[config.mk]
export PLATFORM = sky130hd
export DESIGN_NAME = amb_master_flat
export DESIGN_NICKNAME = d
export VERILOG_FILES = /design/src/verilog/amb_pkg.sv /design/src/verilog/amb_if.sv /design/src/verilog/amb_skid_buf.sv /design/src/verilog/amb_master.sv /design/src/flat_wrapper.sv
export SDC_FILE = /design/constraint.sdc
export NUM_CORES = 1
export LEC_CHECK = 0
export BUFFER_PORTS_ARGS = -buffer_cell sky130_fd_sc_hd__clkbuf_2
export CAP_MARGIN = 10
export CORE_UTILIZATION = 45
export DETAILED_ROUTE_END_ITERATION = 8
export PLACE_DENSITY = 0.74
export SYNTH_ARGS = -nofsm -noshare
export SYNTH_HDL_FRONTEND = slang
export SYNTH_SLANG_ARGS = --single-unit
[constraint.sdc]
create_clock -name i_clk -period 3.6 [get_ports i_clk]
set_input_delay 0.54 -clock i_clk [delete_from_list [all_inputs] [get_ports i_clk]]
set_output_delay 0.54 -clock i_clk [all_outputs]
set_load 0.02 [all_outputs]
[src/verilog/amb_pkg.sv]
// Purpose: shared constants and types for the master port and its local slave end
// Assumes: single 100 MHz clock, active-low asynchronous reset
// Notes: widths fixed at configured values
package amb_pkg;
   localparam int ID_W = 4;
   localparam int USER_W = 2;
   localparam int DATA_W = 32;
   localparam int STRB_W = DATA_W / 8;
   localparam int ADDR_W = 32;
   localparam int LEN_W = 8;
   localparam int SIZE_W = 2;
   localparam int BURST_W = 2;
   localparam int RESP_W = 2;
   localparam int BUF_DEPTH = 2;
   localparam logic [RESP_W-1:0] RESP_OKAY = 2'h0;
   localparam logic [RESP_W-1:0] RESP_EXOKAY = 2'h1;
   localparam logic [RESP_W-1:0] RESP_SLVERR = 2'h2;
   localparam logic [RESP_W-1:0] RESP_DECERR = 2'h3;
   localparam logic [BURST_W-1:0] BURST_INCR = 2'h1;
   localparam logic [SIZE_W-1:0] SIZE_WORD = 2'h2;
   typedef enum logic [1:0] {AMB_W_IDLE, AMB_W_DATA, AMB_W_RESP} amb_wstate_t;
endpackage : amb_pkg

[src/verilog/amb_if.sv]
// Purpose: write address, write data, write response and read address channels
// Assumes: one clock shared by both ends
// Notes: master modport is the bridge side, slave modport the local system
`timescale 1ns/1ns
interface amb_if;
   logic [amb_pkg::ID_W-1:0] awid;
   logic [amb_pkg::ADDR_W-1:0] awaddr;
   logic [amb_pkg::LEN_W-1:0] awlen;
   logic [amb_pkg::SIZE_W-1:0] awsize;
   logic [amb_pkg::BURST_W-1:0] awburst;
   logic awvalid;
   logic awready;
   logic [amb_pkg::USER_W-1:0] wuser;
   logic [amb_pkg::DATA_W-1:0] wdata;
   logic [amb_pkg::STRB_W-1:0] wstrb;
   logic wlast;
   logic wvalid;
   logic wready;
   logic [amb_pkg::ID_W-1:0] bid;
   logic [amb_pkg::RESP_W-1:0] bresp;
   logic bvalid;
   logic bready;
   logic [amb_pkg::ID_W-1:0] arid;
   logic [amb_pkg::ADDR_W-1:0] araddr;
   logic [amb_pkg::LEN_W-1:0] arlen;
   logic [amb_pkg::SIZE_W-1:0] arsize;
   logic [amb_pkg::BURST_W-1:0] arburst;
   logic arvalid;
   logic arready;
   modport master (
      output awid, awaddr, awlen, awsize, awburst, awvalid, input awready,
      output wuser, wdata, wstrb, wlast, wvalid, input wready,
      input bid, bresp, bvalid, output bready,
      output arid, araddr, arlen, arsize, arburst, arvalid, input arready
   );
   modport slave (
      input awid, awaddr, awlen, awsize, awburst, awvalid, output awready,
      input wuser, wdata, wstrb, wlast, wvalid, output wready,
      output bid, bresp, bvalid, input bready,
      input arid, araddr, arlen, arsize, arburst, arvalid, output arready
   );
endinterface : amb_if

[src/verilog/amb_skid_buf.sv]
// Purpose: two-entry valid/ready buffer
// Assumes: same clock on both sides
// Notes: in_ready is registered-state based, so a drain stall never drops a word
`timescale 1ns/1ns
module amb_skid_buf #(
   parameter int WIDTH = 8
) (
   // clock and reset
   input wire logic i_clk,
   input wire logic i_rst_n,
   // fill side
   input wire logic i_valid,
   input wire logic [WIDTH-1:0] i_data,
   output logic o_ready,
   // drain side
   output logic o_valid,
   output logic [WIDTH-1:0] o_data,
   input wire logic i_ready
);
   logic [WIDTH-1:0] mem_r [amb_pkg::BUF_DEPTH];
   logic rd_ptr_r;
   logic wr_ptr_r;
   logic [1:0] count_r;
   logic push;
   logic pop;

   assign o_ready = (count_r != 2'h2);
   assign o_valid = (count_r != 2'h0);
   assign push = i_valid && o_ready;
   assign pop = o_valid && i_ready;
   assign o_data = mem_r[rd_ptr_r];

   always_ff @(posedge i_clk) begin
      if (push) begin
         mem_r[wr_ptr_r] <= i_data;
      end
   end

   always_ff @(posedge i_clk or negedge i_rst_n) begin
      if (!i_rst_n) begin
         wr_ptr_r <= 1'b0;
         rd_ptr_r <= 1'b0;
         count_r <= 2'h0;
      end else begin
         if (push) begin
            wr_ptr_r <= ~wr_ptr_r;
         end
         if (pop) begin
            rd_ptr_r <= ~rd_ptr_r;
         end
         count_r <= count_r + {1'b0, push} - {1'b0, pop};
      end
   end
endmodule : amb_skid_buf

[src/verilog/amb_master.sv]
// Purpose: bridge-side master port driving write and read bursts into the local system
// Assumes: i_clk is the externally supplied bus clock, i_rst_n may assert asynchronously
// Notes: write data passes a two-entry buffer; one write burst outstanding at a time
`timescale 1ns/1ns
module amb_master (
   // clock and reset
   input wire logic i_clk,
   input wire logic i_rst_n,
   // user write command
   input wire logic i_wcmd_valid,
   output logic o_wcmd_ready,
   input wire logic [amb_pkg::ID_W-1:0] i_wcmd_id,
   input wire logic [amb_pkg::ADDR_W-1:0] i_wcmd_addr,
   input wire logic [amb_pkg::LEN_W-1:0] i_wcmd_len,
   input wire logic [amb_pkg::SIZE_W-1:0] i_wcmd_size,
   input wire logic [amb_pkg::BURST_W-1:0] i_wcmd_burst,
   // user write data
   input wire logic i_wd_valid,
   output logic o_wd_ready,
   input wire logic [amb_pkg::DATA_W-1:0] i_wd_data,
   input wire logic [amb_pkg::STRB_W-1:0] i_wd_strb,
   input wire logic [amb_pkg::USER_W-1:0] i_wd_user,
   // user write result
   output logic o_wres_valid,
   output logic [amb_pkg::ID_W-1:0] o_wres_id,
   output logic [amb_pkg::RESP_W-1:0] o_wres_resp,
   // user read command
   input wire logic i_rcmd_valid,
   output logic o_rcmd_ready,
   input wire logic [amb_pkg::ID_W-1:0] i_rcmd_id,
   input wire logic [amb_pkg::ADDR_W-1:0] i_rcmd_addr,
   input wire logic [amb_pkg::LEN_W-1:0] i_rcmd_len,
   input wire logic [amb_pkg::SIZE_W-1:0] i_rcmd_size,
   input wire logic [amb_pkg::BURST_W-1:0] i_rcmd_burst,
   // local bus
   amb_if.master bus
);
   localparam int BUF_W = amb_pkg::DATA_W + amb_pkg::STRB_W + amb_pkg::USER_W;

   amb_pkg::amb_wstate_t wstate_r;
   logic aw_pend_r;
   logic [amb_pkg::LEN_W-1:0] beats_left_r;
   logic buf_valid;
   logic [BUF_W-1:0] buf_data;
   logic buf_ready;
   logic w_fire;
   logic wcmd_take;
   logic rcmd_take;
   logic b_fire;

   // a write command is taken only while no burst is in flight
   assign o_wcmd_ready = (wstate_r == amb_pkg::AMB_W_IDLE);
   assign wcmd_take = i_wcmd_valid && o_wcmd_ready;

   // write address valid: raised on capture, dropped on the ready edge
   always_ff @(posedge i_clk or negedge i_rst_n) begin
      if (!i_rst_n) begin
         aw_pend_r <= 1'b0;
      end else if (wcmd_take) begin
         aw_pend_r <= 1'b1;
      end else if (aw_pend_r && bus.awready) begin
         aw_pend_r <= 1'b0;
      end
   end
   assign bus.awvalid = aw_pend_r;

   // write address fields only move on capture, so they stand while valid is high
   always_ff @(posedge i_clk or negedge i_rst_n) begin
      if (!i_rst_n) begin
         bus.awid <= '0;
         bus.awaddr <= '0;
         bus.awlen <= '0;
         bus.awsize <= amb_pkg::SIZE_WORD;
         bus.awburst <= amb_pkg::BURST_INCR;
      end else if (wcmd_take) begin
         bus.awid <= i_wcmd_id;
         bus.awaddr <= i_wcmd_addr;
         bus.awlen <= i_wcmd_len;
         bus.awsize <= i_wcmd_size;
         bus.awburst <= i_wcmd_burst;
      end
   end

   // write burst sequencing and beat count
   always_ff @(posedge i_clk or negedge i_rst_n) begin
      if (!i_rst_n) begin
         wstate_r <= amb_pkg::AMB_W_IDLE;
         beats_left_r <= '0;
      end else begin
         case (wstate_r)
            amb_pkg::AMB_W_IDLE: begin
               if (i_wcmd_valid) begin
                  wstate_r <= amb_pkg::AMB_W_DATA;
                  beats_left_r <= i_wcmd_len;
               end
            end
            amb_pkg::AMB_W_DATA: begin
               if (w_fire) begin
                  if (beats_left_r == '0) begin
                     wstate_r <= amb_pkg::AMB_W_RESP;
                  end else begin
                     beats_left_r <= beats_left_r - 8'h01;
                  end
               end
            end
            amb_pkg::AMB_W_RESP: begin
               if (bus.bvalid && !aw_pend_r) begin
                  wstate_r <= amb_pkg::AMB_W_IDLE;
               end
            end
            default: wstate_r <= amb_pkg::AMB_W_IDLE;
         endcase
      end
   end

   // write data through the two-entry buffer
   amb_skid_buf #(
      .WIDTH(BUF_W)
   ) u_wbuf (
      .i_clk(i_clk),
      .i_rst_n(i_rst_n),
      .i_valid(i_wd_valid),
      .i_data({i_wd_user, i_wd_strb, i_wd_data}),
      .o_ready(o_wd_ready),
      .o_valid(buf_valid),
      .o_data(buf_data),
      .i_ready(buf_ready)
   );
   assign bus.wvalid = buf_valid && (wstate_r == amb_pkg::AMB_W_DATA);
   assign buf_ready = bus.wready && (wstate_r == amb_pkg::AMB_W_DATA);
   assign w_fire = bus.wvalid && bus.wready;
   assign bus.wdata = buf_data[amb_pkg::DATA_W-1:0];
   assign bus.wstrb = buf_data[amb_pkg::DATA_W +: amb_pkg::STRB_W];
   assign bus.wuser = buf_data[amb_pkg::DATA_W + amb_pkg::STRB_W +: amb_pkg::USER_W];
   assign bus.wlast = (wstate_r == amb_pkg::AMB_W_DATA) && (beats_left_r == '0);

   // write response: accept only once address has gone out
   assign bus.bready = (wstate_r == amb_pkg::AMB_W_RESP) && !aw_pend_r;
   assign b_fire = bus.bvalid && bus.bready;
   // result pulse lasts one cycle per accepted response
   always_ff @(posedge i_clk or negedge i_rst_n) begin
      if (!i_rst_n) begin
         o_wres_valid <= 1'b0;
      end else begin
         o_wres_valid <= b_fire;
      end
   end
   // result fields hold until the next response
   always_ff @(posedge i_clk or negedge i_rst_n) begin
      if (!i_rst_n) begin
         o_wres_id <= '0;
         o_wres_resp <= amb_pkg::RESP_OKAY;
      end else if (b_fire) begin
         o_wres_id <= bus.bid;
         o_wres_resp <= bus.bresp;
      end
   end

   // read address channel: one address at a time
   assign o_rcmd_ready = !bus.arvalid;
   assign rcmd_take = i_rcmd_valid && o_rcmd_ready;

   // read address valid: raised on capture, dropped on the ready edge
   always_ff @(posedge i_clk or negedge i_rst_n) begin
      if (!i_rst_n) begin
         bus.arvalid <= 1'b0;
      end else if (rcmd_take) begin
         bus.arvalid <= 1'b1;
      end else if (bus.arvalid && bus.arready) begin
         bus.arvalid <= 1'b0;
      end
   end

   // read address fields only move on capture, so they stand while valid is high
   always_ff @(posedge i_clk or negedge i_rst_n) begin
      if (!i_rst_n) begin
         bus.arid <= '0;
         bus.araddr <= '0;
         bus.arlen <= '0;
         bus.arsize <= amb_pkg::SIZE_WORD;
         bus.arburst <= amb_pkg::BURST_INCR;
      end else if (rcmd_take) begin
         bus.arid <= i_rcmd_id;
         bus.araddr <= i_rcmd_addr;
         bus.arlen <= i_rcmd_len;
         bus.arsize <= i_rcmd_size;
         bus.arburst <= i_rcmd_burst;
      end
   end
endmodule : amb_master

[src/flat_wrapper.sv]
// flat-port wrapper written by rule: the top's interface ports become plain ports
module amb_master_flat 
  (i_clk, i_rst_n, i_wcmd_valid, o_wcmd_ready, i_wcmd_id, i_wcmd_addr, i_wcmd_len, i_wcmd_size, i_wcmd_burst, i_wd_valid, o_wd_ready, i_wd_data, i_wd_strb, i_wd_user, o_wres_valid, o_wres_id, o_wres_resp, i_rcmd_valid, o_rcmd_ready, i_rcmd_id, i_rcmd_addr, i_rcmd_len, i_rcmd_size, i_rcmd_burst, bus_awid, bus_awaddr, bus_awlen, bus_awsize, bus_awburst, bus_awvalid, bus_awready, bus_wuser, bus_wdata, bus_wstrb, bus_wlast, bus_wvalid, bus_wready, bus_bid, bus_bresp, bus_bvalid, bus_bready, bus_arid, bus_araddr, bus_arlen, bus_arsize, bus_arburst, bus_arvalid, bus_arready);
  amb_if bus_i ();
  input wire logic i_clk;
  input wire logic i_rst_n;
  input wire logic i_wcmd_valid;
  output logic o_wcmd_ready;
  input wire logic [amb_pkg::ID_W-1:0] i_wcmd_id;
  input wire logic [amb_pkg::ADDR_W-1:0] i_wcmd_addr;
  input wire logic [amb_pkg::LEN_W-1:0] i_wcmd_len;
  input wire logic [amb_pkg::SIZE_W-1:0] i_wcmd_size;
  input wire logic [amb_pkg::BURST_W-1:0] i_wcmd_burst;
  input wire logic i_wd_valid;
  output logic o_wd_ready;
  input wire logic [amb_pkg::DATA_W-1:0] i_wd_data;
  input wire logic [amb_pkg::STRB_W-1:0] i_wd_strb;
  input wire logic [amb_pkg::USER_W-1:0] i_wd_user;
  output logic o_wres_valid;
  output logic [amb_pkg::ID_W-1:0] o_wres_id;
  output logic [amb_pkg::RESP_W-1:0] o_wres_resp;
  input wire logic i_rcmd_valid;
  output logic o_rcmd_ready;
  input wire logic [amb_pkg::ID_W-1:0] i_rcmd_id;
  input wire logic [amb_pkg::ADDR_W-1:0] i_rcmd_addr;
  input wire logic [amb_pkg::LEN_W-1:0] i_rcmd_len;
  input wire logic [amb_pkg::SIZE_W-1:0] i_rcmd_size;
  input wire logic [amb_pkg::BURST_W-1:0] i_rcmd_burst;
  output wire logic [$bits(bus_i.awid)-1:0] bus_awid;
  output wire logic [$bits(bus_i.awaddr)-1:0] bus_awaddr;
  output wire logic [$bits(bus_i.awlen)-1:0] bus_awlen;
  output wire logic [$bits(bus_i.awsize)-1:0] bus_awsize;
  output wire logic [$bits(bus_i.awburst)-1:0] bus_awburst;
  output wire logic [$bits(bus_i.awvalid)-1:0] bus_awvalid;
  input wire logic [$bits(bus_i.awready)-1:0] bus_awready;
  output wire logic [$bits(bus_i.wuser)-1:0] bus_wuser;
  output wire logic [$bits(bus_i.wdata)-1:0] bus_wdata;
  output wire logic [$bits(bus_i.wstrb)-1:0] bus_wstrb;
  output wire logic [$bits(bus_i.wlast)-1:0] bus_wlast;
  output wire logic [$bits(bus_i.wvalid)-1:0] bus_wvalid;
  input wire logic [$bits(bus_i.wready)-1:0] bus_wready;
  input wire logic [$bits(bus_i.bid)-1:0] bus_bid;
  input wire logic [$bits(bus_i.bresp)-1:0] bus_bresp;
  input wire logic [$bits(bus_i.bvalid)-1:0] bus_bvalid;
  output wire logic [$bits(bus_i.bready)-1:0] bus_bready;
  output wire logic [$bits(bus_i.arid)-1:0] bus_arid;
  output wire logic [$bits(bus_i.araddr)-1:0] bus_araddr;
  output wire logic [$bits(bus_i.arlen)-1:0] bus_arlen;
  output wire logic [$bits(bus_i.arsize)-1:0] bus_arsize;
  output wire logic [$bits(bus_i.arburst)-1:0] bus_arburst;
  output wire logic [$bits(bus_i.arvalid)-1:0] bus_arvalid;
  input wire logic [$bits(bus_i.arready)-1:0] bus_arready;
  assign bus_awid = bus_i.awid;
  assign bus_awaddr = bus_i.awaddr;
  assign bus_awlen = bus_i.awlen;
  assign bus_awsize = bus_i.awsize;
  assign bus_awburst = bus_i.awburst;
  assign bus_awvalid = bus_i.awvalid;
  assign bus_i.awready = bus_awready;
  assign bus_wuser = bus_i.wuser;
  assign bus_wdata = bus_i.wdata;
  assign bus_wstrb = bus_i.wstrb;
  assign bus_wlast = bus_i.wlast;
  assign bus_wvalid = bus_i.wvalid;
  assign bus_i.wready = bus_wready;
  assign bus_i.bid = bus_bid;
  assign bus_i.bresp = bus_bresp;
  assign bus_i.bvalid = bus_bvalid;
  assign bus_bready = bus_i.bready;
  assign bus_arid = bus_i.arid;
  assign bus_araddr = bus_i.araddr;
  assign bus_arlen = bus_i.arlen;
  assign bus_arsize = bus_i.arsize;
  assign bus_arburst = bus_i.arburst;
  assign bus_arvalid = bus_i.arvalid;
  assign bus_i.arready = bus_arready;
  amb_master u_core (.i_clk(i_clk), .i_rst_n(i_rst_n), .i_wcmd_valid(i_wcmd_valid), .o_wcmd_ready(o_wcmd_ready), .i_wcmd_id(i_wcmd_id), .i_wcmd_addr(i_wcmd_addr), .i_wcmd_len(i_wcmd_len), .i_wcmd_size(i_wcmd_size), .i_wcmd_burst(i_wcmd_burst), .i_wd_valid(i_wd_valid), .o_wd_ready(o_wd_ready), .i_wd_data(i_wd_data), .i_wd_strb(i_wd_strb), .i_wd_user(i_wd_user), .o_wres_valid(o_wres_valid), .o_wres_id(o_wres_id), .o_wres_resp(o_wres_resp), .i_rcmd_valid(i_rcmd_valid), .o_rcmd_ready(o_rcmd_ready), .i_rcmd_id(i_rcmd_id), .i_rcmd_addr(i_rcmd_addr), .i_rcmd_len(i_rcmd_len), .i_rcmd_size(i_rcmd_size), .i_rcmd_burst(i_rcmd_burst), .bus(bus_i));
endmodule
==> metrics list, run 1 <==
- Drt first pass iters: 5
- The die covers around 17000 um^2.
- For this design, the CTS-stage hold fixing added 0 buffers.
- Global placer's final weighted congestion: around 0.8
- HPWL reported at the end of detailed placement: about 13 mm
- In this run, post-CTS repair resized a total of 0 instances.
- Arrival time at the worst endpoint: 1.99 ns
- Endpoints failing setup: 0
* Maximum vdd ir drop: approximately 0.43 mV
- Along the worst path, the maximum fanout reaches 39.
- Unique cell type count in the Yosys netlist: 40
* Area of placed instances: 9230 um^2
* Relative slew margins: between 30% and 40%
- The worst hold path belongs to the class primary input to asynchronous set/reset pin.
- Once detail routing completed, the nets flagged for antenna violations numbered 0.
- Transition time at the pin with the least slew margin: 0.958 ns
- Among all flip-flop cells after synthesis, the most frequent one is dfrtp_1.
- Syn avg cell area: 14.1 um^2
- The worst setup path is captured at a primary output.
- List of cells traversed by the critical path: mux2_2, clkbuf_2
- Crit path time final: around 2.5 ns
- For this block, the initial DRC count from the detailed router was 270.
- After synthesis, the largest area contributor takes up between 30% and 40% of total cell area.
* Maximum level of the CTS H-tree: 4
- Nets in the synthesized netlist: approximately 690
* Total Neg Setup Slack: 0 ns
- The final hold violation count is 0.
- Registers take around 5300 um^2.
- During placement, the flow inserted port buffers numbering 297.
- The largest individual stage delay along the critical path comes from the cell dfrtp_2.
- Largest incremental delay on the critical path: around 0.97 ns
- Number of design rule violations left after detail routing: 0
* Cell types with the highest counts after synthesis: nand2_1 (143), dfrtp_1 (115), mux2_2 (86), edfxtp_1 (76), buf_2 (14)
- Setup repair after global routing missed its margin: false
* Main area contributors after synthesis: dfrtp_1 (38%), edfxtp_1 (30%), mux2_2 (13%)
- Post-synthesis to final-layout area growth: 31.7%
- Die H: 131 um
- In the final layout, the multi-input gates occupy between 2000 and 2500 um^2.
- For this design the ratio of total power to cell area is 859 nW/um^2.
- Result of the run: completed
- Via/cell ratio: between 4 and 5
- Nets@finish: approximately 1000
* Critical Path RT: between 3 and 4 ns
* Starting Density: around 47%
- Number of fill cells: 1294
* Remaining Overflow, GRT: 0
- Crit start category: register
- The tool flagged a number of max-cap violations equal to 0.
* Cell at the root of the clock tree: clkbuf_16
- Via count of the first global-routing pass: around 5300
- Row generation in the floorplan step produced 46 rows.
- # IOs: between 200 and 300
- Type of the worst setup path: register to primary output
- Summing the sequential cell areas from Yosys gives ~70% of the chip area.
* Static leakage: roughly 0.0047 uW
* Share of cells above drive strength 1: 51.5%
* Final Cell Area: just under 10000 um^2
* Synthesized instance count: ~530
* Most numerous cell in the Yosys netlist: nand2_1
- For this run, the total global-route usage over all layers was measured as approximately a fifth.
- Max Fclk: approximately 400 MHz
- Maximum number of pins on one net before global-route repair: 77
- Clock sink count: just under 200
- After clock tree synthesis, the clock-pin slew on the worst setup and hold paths is 0.08 ns.
- Area of the placeable core: approximately 16000 um^2
* Number of pins exceeding their max-slew limit in the final report: 0
- CTS tree: done
* Final setup skew: ~0.012 ns
- The die is between 100 and 150 um wide.
- Number of flops mapped to enable cells by yosys: 76
- Worst-skew pair later-pin latency: ~0.43 ns
- The longest clock path from root to sink contains 2 buffers.
* Part of the cycle the worst path needs: 70.2%
- Number of buffers created by CTS: 17
- Via count: 5169
- Post-CTS setup-driven buffer insertion count: 0
- The largest total area in the synthesized netlist belongs to dfrtp_1.
- The initial antenna violation count was 1.
- Detail-routed net length per standard cell: between 15 and 20 um
- During synthesis, Yosys emitted a total of 0 warnings.
- The first global-routing pass estimated approximately 28 mm of wire.
* Detailed Route WL: approximately 17 mm
- Synthesis inferred 195 register bits.
* Mapped cell area: 7520 um^2
- For this run, asynchronously set or reset flops after synthesis account for about three fifths.
through the flow:
| step | power (uW) | util (%) | hold slack [ns] | worst slack [ns] | cells |
|---|---|---|---|---|---|
| after detailed placement | 6440 | 57.3 | 0.462 | 1.36 | 1029 |
| after global routing | 8990 | 61.5 | 0.142 | 0.978 | 1062 |
| final | 8510 | 61.5 | 0.104 | 1.07 | 1062 |
| after global placement | 6380 | 57.3 | 0.446 | 1.42 | 1029 |
| after CTS | 8600 | 61.5 | 0.117 | 1.04 | 1061 |
| after floorplan | 5390 | - | 0.244 | 0.782 | 534 |
layer usage:
metal | vias to the layer above | track usage [%] | part of all wire (%)
met1 | 2512 | 24.6 | 39
met5 | - | 0 | 0
li1 | 2437 | - | -
met3 | 26 | 7.21 | 7.9
met2 | 194 | 36.1 | 50
met4 | 0 | 8.46 | 2.3
cell usage in the layout, fill, tap and decap left out, types with 2 or more instances in the layout:
| cell | count |
|---|---|
| clkbuf_2 | 296 |
| nand2_1 | 143 |
| dfrtp_1 | 114 |
| mux2_2 | 86 |
| edfxtp_1 | 76 |
| clkbuf_16 | 19 |
| nor2_1 | 12 |
| o21ai_1 | 7 |
| mux2_1 | 6 |
| inv_1 | 5 |
| a21oi_1 | 5 |
| bufinv_16 | 5 |
| nand2b_1 | 4 |
| nor2b_1 | 4 |
| o21ai_0 | 4 |
| ha_1 | 4 |
| buf_4 | 4 |
| dfstp_2 | 4 |
| xnor2_1 | 3 |
| a22oi_1 | 3 |
| inv_6 | 3 |
| and2_1 | 2 |
| o21bai_1 | 2 |
| o21ba_2 | 2 |
| nor4_1 | 2 |
| o31ai_1 | 2 |
| nor3_1 | 2 |
| o31ai_2 | 2 |
| clkbuf_1 | 2 |
| clkinv_2 | 2 |
final cells by class:
| class | count | share of cell area, % |
|---|---|---|
| inverter | 5 | 0.189 |
| timing repair buffer | 301 | 15.5 |
| clock inverter | 11 | 1.94 |
| tap | 216 | 2.73 |
| multi-input combinational | 312 | 21.6 |
| sequential | 195 | 53.2 |
| antenna | 1 | 0.0253 |
| clock buffer | 21 | 4.87 |
state kept, by name, indices dropped and copies added (netlist names):
| name | count |
|---|---|
| u_core.bus.awsize | 2 |
| u_core.beats_left_r | 8 |
| u_core.bus.awvalid | 1 |
| u_core.bus.awaddr | 32 |
| u_core.bus.awid | 4 |
| u_core.u_wbuf.wr_ptr_r | 1 |
| u_core.bus.awlen | 8 |
| u_core.bus.arlen | 8 |
| u_core.o_wres_valid | 1 |
| u_core.bus.arsize | 2 |
| u_core.bus.awburst | 2 |
| u_core.o_wres_id | 4 |
| u_core.bus.arburst | 2 |
| u_core.bus.araddr | 32 |
| u_core.u_wbuf.mem_r | 76 |
| u_core.u_wbuf.rd_ptr_r | 1 |
| u_core.wstate_r | 2 |
| u_core.o_wres_resp | 2 |
| u_core.u_wbuf.count_r | 2 |
| u_core.bus.arid | 4 |
| u_core.bus.arvalid | 1 |
worst max-delay path, delay by kind of cell, from the launching register on:
| family | cells | cell delay (ns) |
|---|---|---|
| flip-flops | 1 | 0.97 |
| buffers and inverters | 1 | 0.16 |
| multiplexers | 1 | 0.43 |
final timing paths:
check | startpoint | to | slack, ns | cells after the start
setup / recovery | u_core.u_wbuf.rd_ptr_r$_DFFE_PN0P_ | bus_wdata[7] | 1.07 | 2
hold / removal | i_rst_n | u_core.bus.awaddr[10]$_DFFE_PN0P_ | 0.10 | 1
setup reg to reg | u_core.wstate_r[1]$_DFFE_PN0P_ | u_core.u_wbuf.count_r[1]$_DFF_PN0_ | 1.33 | 8
hold reg to reg | u_core.bus.awaddr[0]$_DFFE_PN0P_ | u_core.bus.awaddr[0]$_DFFE_PN0P_ | 0.48 | 2
max in group asynchronous | i_rst_n | u_core.bus.arsize[1]$_DFFE_PN1P_ | 2.64 | 2
min in group i_clk | bus_arready | u_core.bus.arvalid$_DFFE_PN0P_ | 0.28 | 2
cell families after synthesis:
| family | count (synthesis) | synth area share, % |
|---|---|---|
| adders and majority gates | 4 | 0.665 |
| AOI/OAI and AO/OA | 32 | 3.11 |
| and+or+nand+nor | 179 | 10.1 |
| xor gates and xnor gates | 4 | 0.466 |
| muxes | 93 | 13.9 |
| buffers and inverters | 27 | 1.78 |
| DFF | 195 | 70.0 |
report_power, final:
part	total (uW)	switching [uW]	internal [uW]
logic	2910	1810	1090
clock network	2130	808	1320
registers	3480	448	3030
Note: power is estimated with default switching activity, not from simulation.
==> run 2: changes to the inputs <==
ABC_AREA = 1   (was not set)
clock period = 2.5 ns   (was 3.6 ns; I/O delays follow)
==> metrics list, run 2 <==
- In the final layout, flip-flops and latches occupy between 5000 and 6000 um^2.
* Crit start category: register
- Power per standard cell area: between 1000 and 1500 nW/um^2
- Worst-path cell with the longest stage delay: buf_4
* Number of flops mapped to enable cells by yosys: 76
- Broken down by cell family, the worst path's largest delay share belongs to buffers and inverters.
- Result of the run: completed
- Final setup skew: roughly 0.0076 ns
- Cell types with the highest counts after synthesis: mux2_2 (130), dfrtp_1 (115), edfxtp_1 (76), nand2_1 (65), inv_1 (29)
- In this run the register-to-register setup slack is 0.76 ns.
- Entering global routing, the biggest net connects 120 pins.
- Setup repair after global routing left no endpoint under its margin.
* Hold buffer count at CTS: 0
* Most used cells in the layout excluding fill and tap cells: clkbuf_2 (296), mux2_2 (130), dfrtp_1 (115), edfxtp_1 (76), nand2_1 (64)
- The final hold violation count is 0.
- The netlist uses 22 different library cells.
* Number of buffers created by CTS: 17
- Measured along the y axis, the die boundary spans roughly 130 um.
- Share of cells above drive strength 1: between 50 and 60%
- Counting the fill cells in the layout gives approximately 1300.
- Max Fclk: 454 MHz
* Via/cell ratio: between 4 and 5
- Global routing consumed, over all layers together, 19.5% of the routing resources.
* CTS max path bufs: 2
- After detailed routing, the average wire length per cell comes to 15.9 um.
- Reg-to-reg critical path endpoint: u_core.beats_left_r[3]$_DFFE_PN0P_
- List of cells traversed by the critical path: buf_4, mux2_2, clkbuf_2
- The worst hold path belongs to the class primary input to asynchronous set/reset pin.
- After detailed routing, the total wire length is between 15 and 20 mm.
- Summing all multi-input logic gate instances after layout gives 2090 um^2.
- Simple-gate area share of the yosys netlist: under 10%
* Post-Place Worst Slack: approximately 0.74 ns
- Compared with the post-synthesis result, the final layout area differs by 31.2%.
* Maximum vdd ir drop: 0.662 mV
- Number of diodes added for antenna fixing: 0
- Post-CTS setup-driven buffer insertion count: 0
- Mapped cell area: roughly 7600 um^2
* YS warnings: 0
* Least setup slack across all paths after layout: about 0.30 ns
- Largest incremental delay on the critical path: ~0.43 ns
* Arrival time at the worst endpoint: roughly 1.8 ns
- The largest total area in the synthesized netlist belongs to dfrtp_1.
- Primary FF master, synth: dfrtp_1
- Once layout is complete, the utilization of the core stands at between 60% and 70%.
- The setup path with the least slack is of type register to primary output.
- Nets@finish: 960
- Syn avg cell area: between 15 and 20 um^2
- Int Power: 7770 uW
- Global placer's final weighted congestion: about 0.83
- The worst register-to-register path has a depth of 9.
* Floorplan row count: 47
- Endpoint kind of the worst setup timing path: primary output
* Buffers & Inverters on Critical Path: 2
* Endpoints failing setup: 0
- The region available for standard cell placement spans roughly 17000 um^2.
* Number of flip-flops in the largest register: 76
- The synthesized netlist devotes less than 1% of its cell area to adder and majority cells.
- Combinational cells account for 37.1% of the total power.
* Main combinational cell family by area after synthesis: multiplexers
- Synthesis-stage register bit count: 195
* Resize count post-CTS: 0
- Horizontal die dimension: 132 um
- Max-cap violations in this run came to 0.
- Origin of the critical flop-to-flop path: u_core.wstate_r[0]$_DFFE_PN0P_
- Most numerous cell in the Yosys netlist: mux2_2
- Critical Path RT: 2.12 ns
- Remaining Overflow, GRT: 0
* Synthesized-area fraction occupied by xor and xnor cells: less than 1%
- For this design, the sink count on the clock tree is just under 200.
* Number of design rule violations left after detail routing: 0
- Synth top area share: about two fifths
- Most frequent standard cell in the layout excluding fill and tap cells: clkbuf_2
* Drt first pass iters: 5
- CTS tree: done
- Relative slew margins: 58.1%
- Post-layout total power: about 12000 uW
- After clock tree synthesis, the clock-pin slew on the worst setup and hold paths is 0.08 ns.
- Post-synthesis mux area share: 19.4%
- DIE AREA: about 17000 um^2
- Largest registers: u_core.u_wbuf.mem_r: 76 flops, u_core.bus.araddr: 32 flops, u_core.bus.awaddr: 32 flops
* Main area contributors after synthesis: dfrtp_1 (38%), edfxtp_1 (30%), mux2_2 (19%)
- After routing, the total negative slack on setup checks comes to 0 ns.
* Via count: 4959
- Transition time at the pin with the least slew margin: roughly 0.63 ns
- Starting Density: between 40% and 50%
* Global-route wire length before repair: between 20 and 30 mm
* Final ANT Viol Nets: 0
* Worst-skew pair later-pin latency: 0.43 ns
- Maximum level of the CTS H-tree: 4
- Summed over all nets, the switching power comes to between 4000 and 5000 uW.
- Once placement completed, the tool counted placed cells totaling approximately 1000.
* DRC violation total after the first TritonRoute iteration: 210
- During I/O placement, the number of pins put on the boundary was between 200 and 300.
* Cell Count, Final, Fillers Out: around 1000
- The initial antenna violation count was 0.
- Via count of the first global-routing pass: 5171
- The share of total power dissipated in sequential elements is around 40%.
- The number of max-slew violations in the final report came to 0.
- Nets in the synthesized netlist: roughly 650
- HPWL reported at the end of detailed placement: 12.1 mm
- Switching power as a share of total power: between 30% and 40%
- In this run, the clock network consumes between 20% and 30% of the power.
* Cell at the root of the clock tree: clkbuf_16
- Async set-reset flop share out of synthesis: between 60% and 70%
* Crit path time final: approximately 2.2 ns
* Register ranked first by flip-flop count: u_core.u_wbuf.mem_r
- The synthesized netlist devotes 1.56% of its cell area to compound gates.
- After technology mapping, the gate count stands at 500.
- Part of the cycle the worst path needs: 88.2%
- In this run the tool buffered the top-level ports with 297 buffer cells.
- The analysis attributes to cell leakage a power of ~0.0047 uW.
- For this run, the register share of the synthesized area comes to between 60% and 70%.
- Critical path peak fanout: 38
run 2: per-stage QoR:
step	hold WS (ns)	area, um^2
6_report	0.0252	9920
5_1_grt	0.0485	9920
4_1_cts	0.0593	9920
3_5_place_dp	0.467	9300
3_3_place_gp	0.464	9300
2_1_floorplan	0.0794	7570
run 2: power groups by stage:
stage	Sequential, uW	Combinational [uW]	Clock [uW]
after CTS	4870	4590	2910
after detailed placement	4920	4580	0
after global placement	4880	4540	0
after global routing	4980	4910	3010
after floorplan	5610	2340	0
final	4870	4540	2840
run 2: worst max path at each step:
stage	slack (ns)	to	startpoint	depth (start not counted)
after global routing	0.17	bus_wvalid	u_core.wstate_r[0]$_DFFE_PN0P_	5
after CTS	0.28	bus_wdata[24]	u_core.u_wbuf.rd_ptr_r$_DFFE_PN0P_	3
after global placement	0.73	bus_wdata[27]	u_core.u_wbuf.rd_ptr_r$_DFFE_PN0P_	3
final	0.30	bus_wdata[27]	u_core.u_wbuf.rd_ptr_r$_DFFE_PN0P_	3
after floorplan	0.32	u_core.u_wbuf.mem_r[1][0]$_DFFE_PP_	u_core.u_wbuf.count_r[1]$_DFF_PN0_	3
after detailed placement	0.74	bus_wdata[24]	u_core.u_wbuf.rd_ptr_r$_DFFE_PN0P_	3
run 2: logic make-up (layout without fill, tap and decap cells):
| group | after synthesis | in the layout |
|---|---|---|
| flops | 195 | 195 |
| mux | 130 | 130 |
| simple gates | 100 | 100 |
| buf+inv | 45 | 365 |
| compound gates | 23 | 23 |
| fa+ha+maj | 4 | 4 |
| xor+xnor | 3 | 3 |
run 2: layout make-up:
cell class | count | share of cell area [%]
sequential | 195 | 53.1
clock inverter | 15 | 1.93
timing repair buffer | 304 | 15.8
clock buffer | 17 | 4.29
tap | 220 | 2.77
inverter | 29 | 1.10
multi-input combinational | 260 | 21.0
run 2: layer usage:
metal | up-vias | share of wire, % | GRT usage [%]
met3 | 17 | 7.8 | 6.83
met4 | 0 | 1.5 | 6.91
met2 | 195 | 51 | 33.9
met5 | - | 0 | 0
li1 | 2355 | - | -
met1 | 2392 | 40 | 22.2
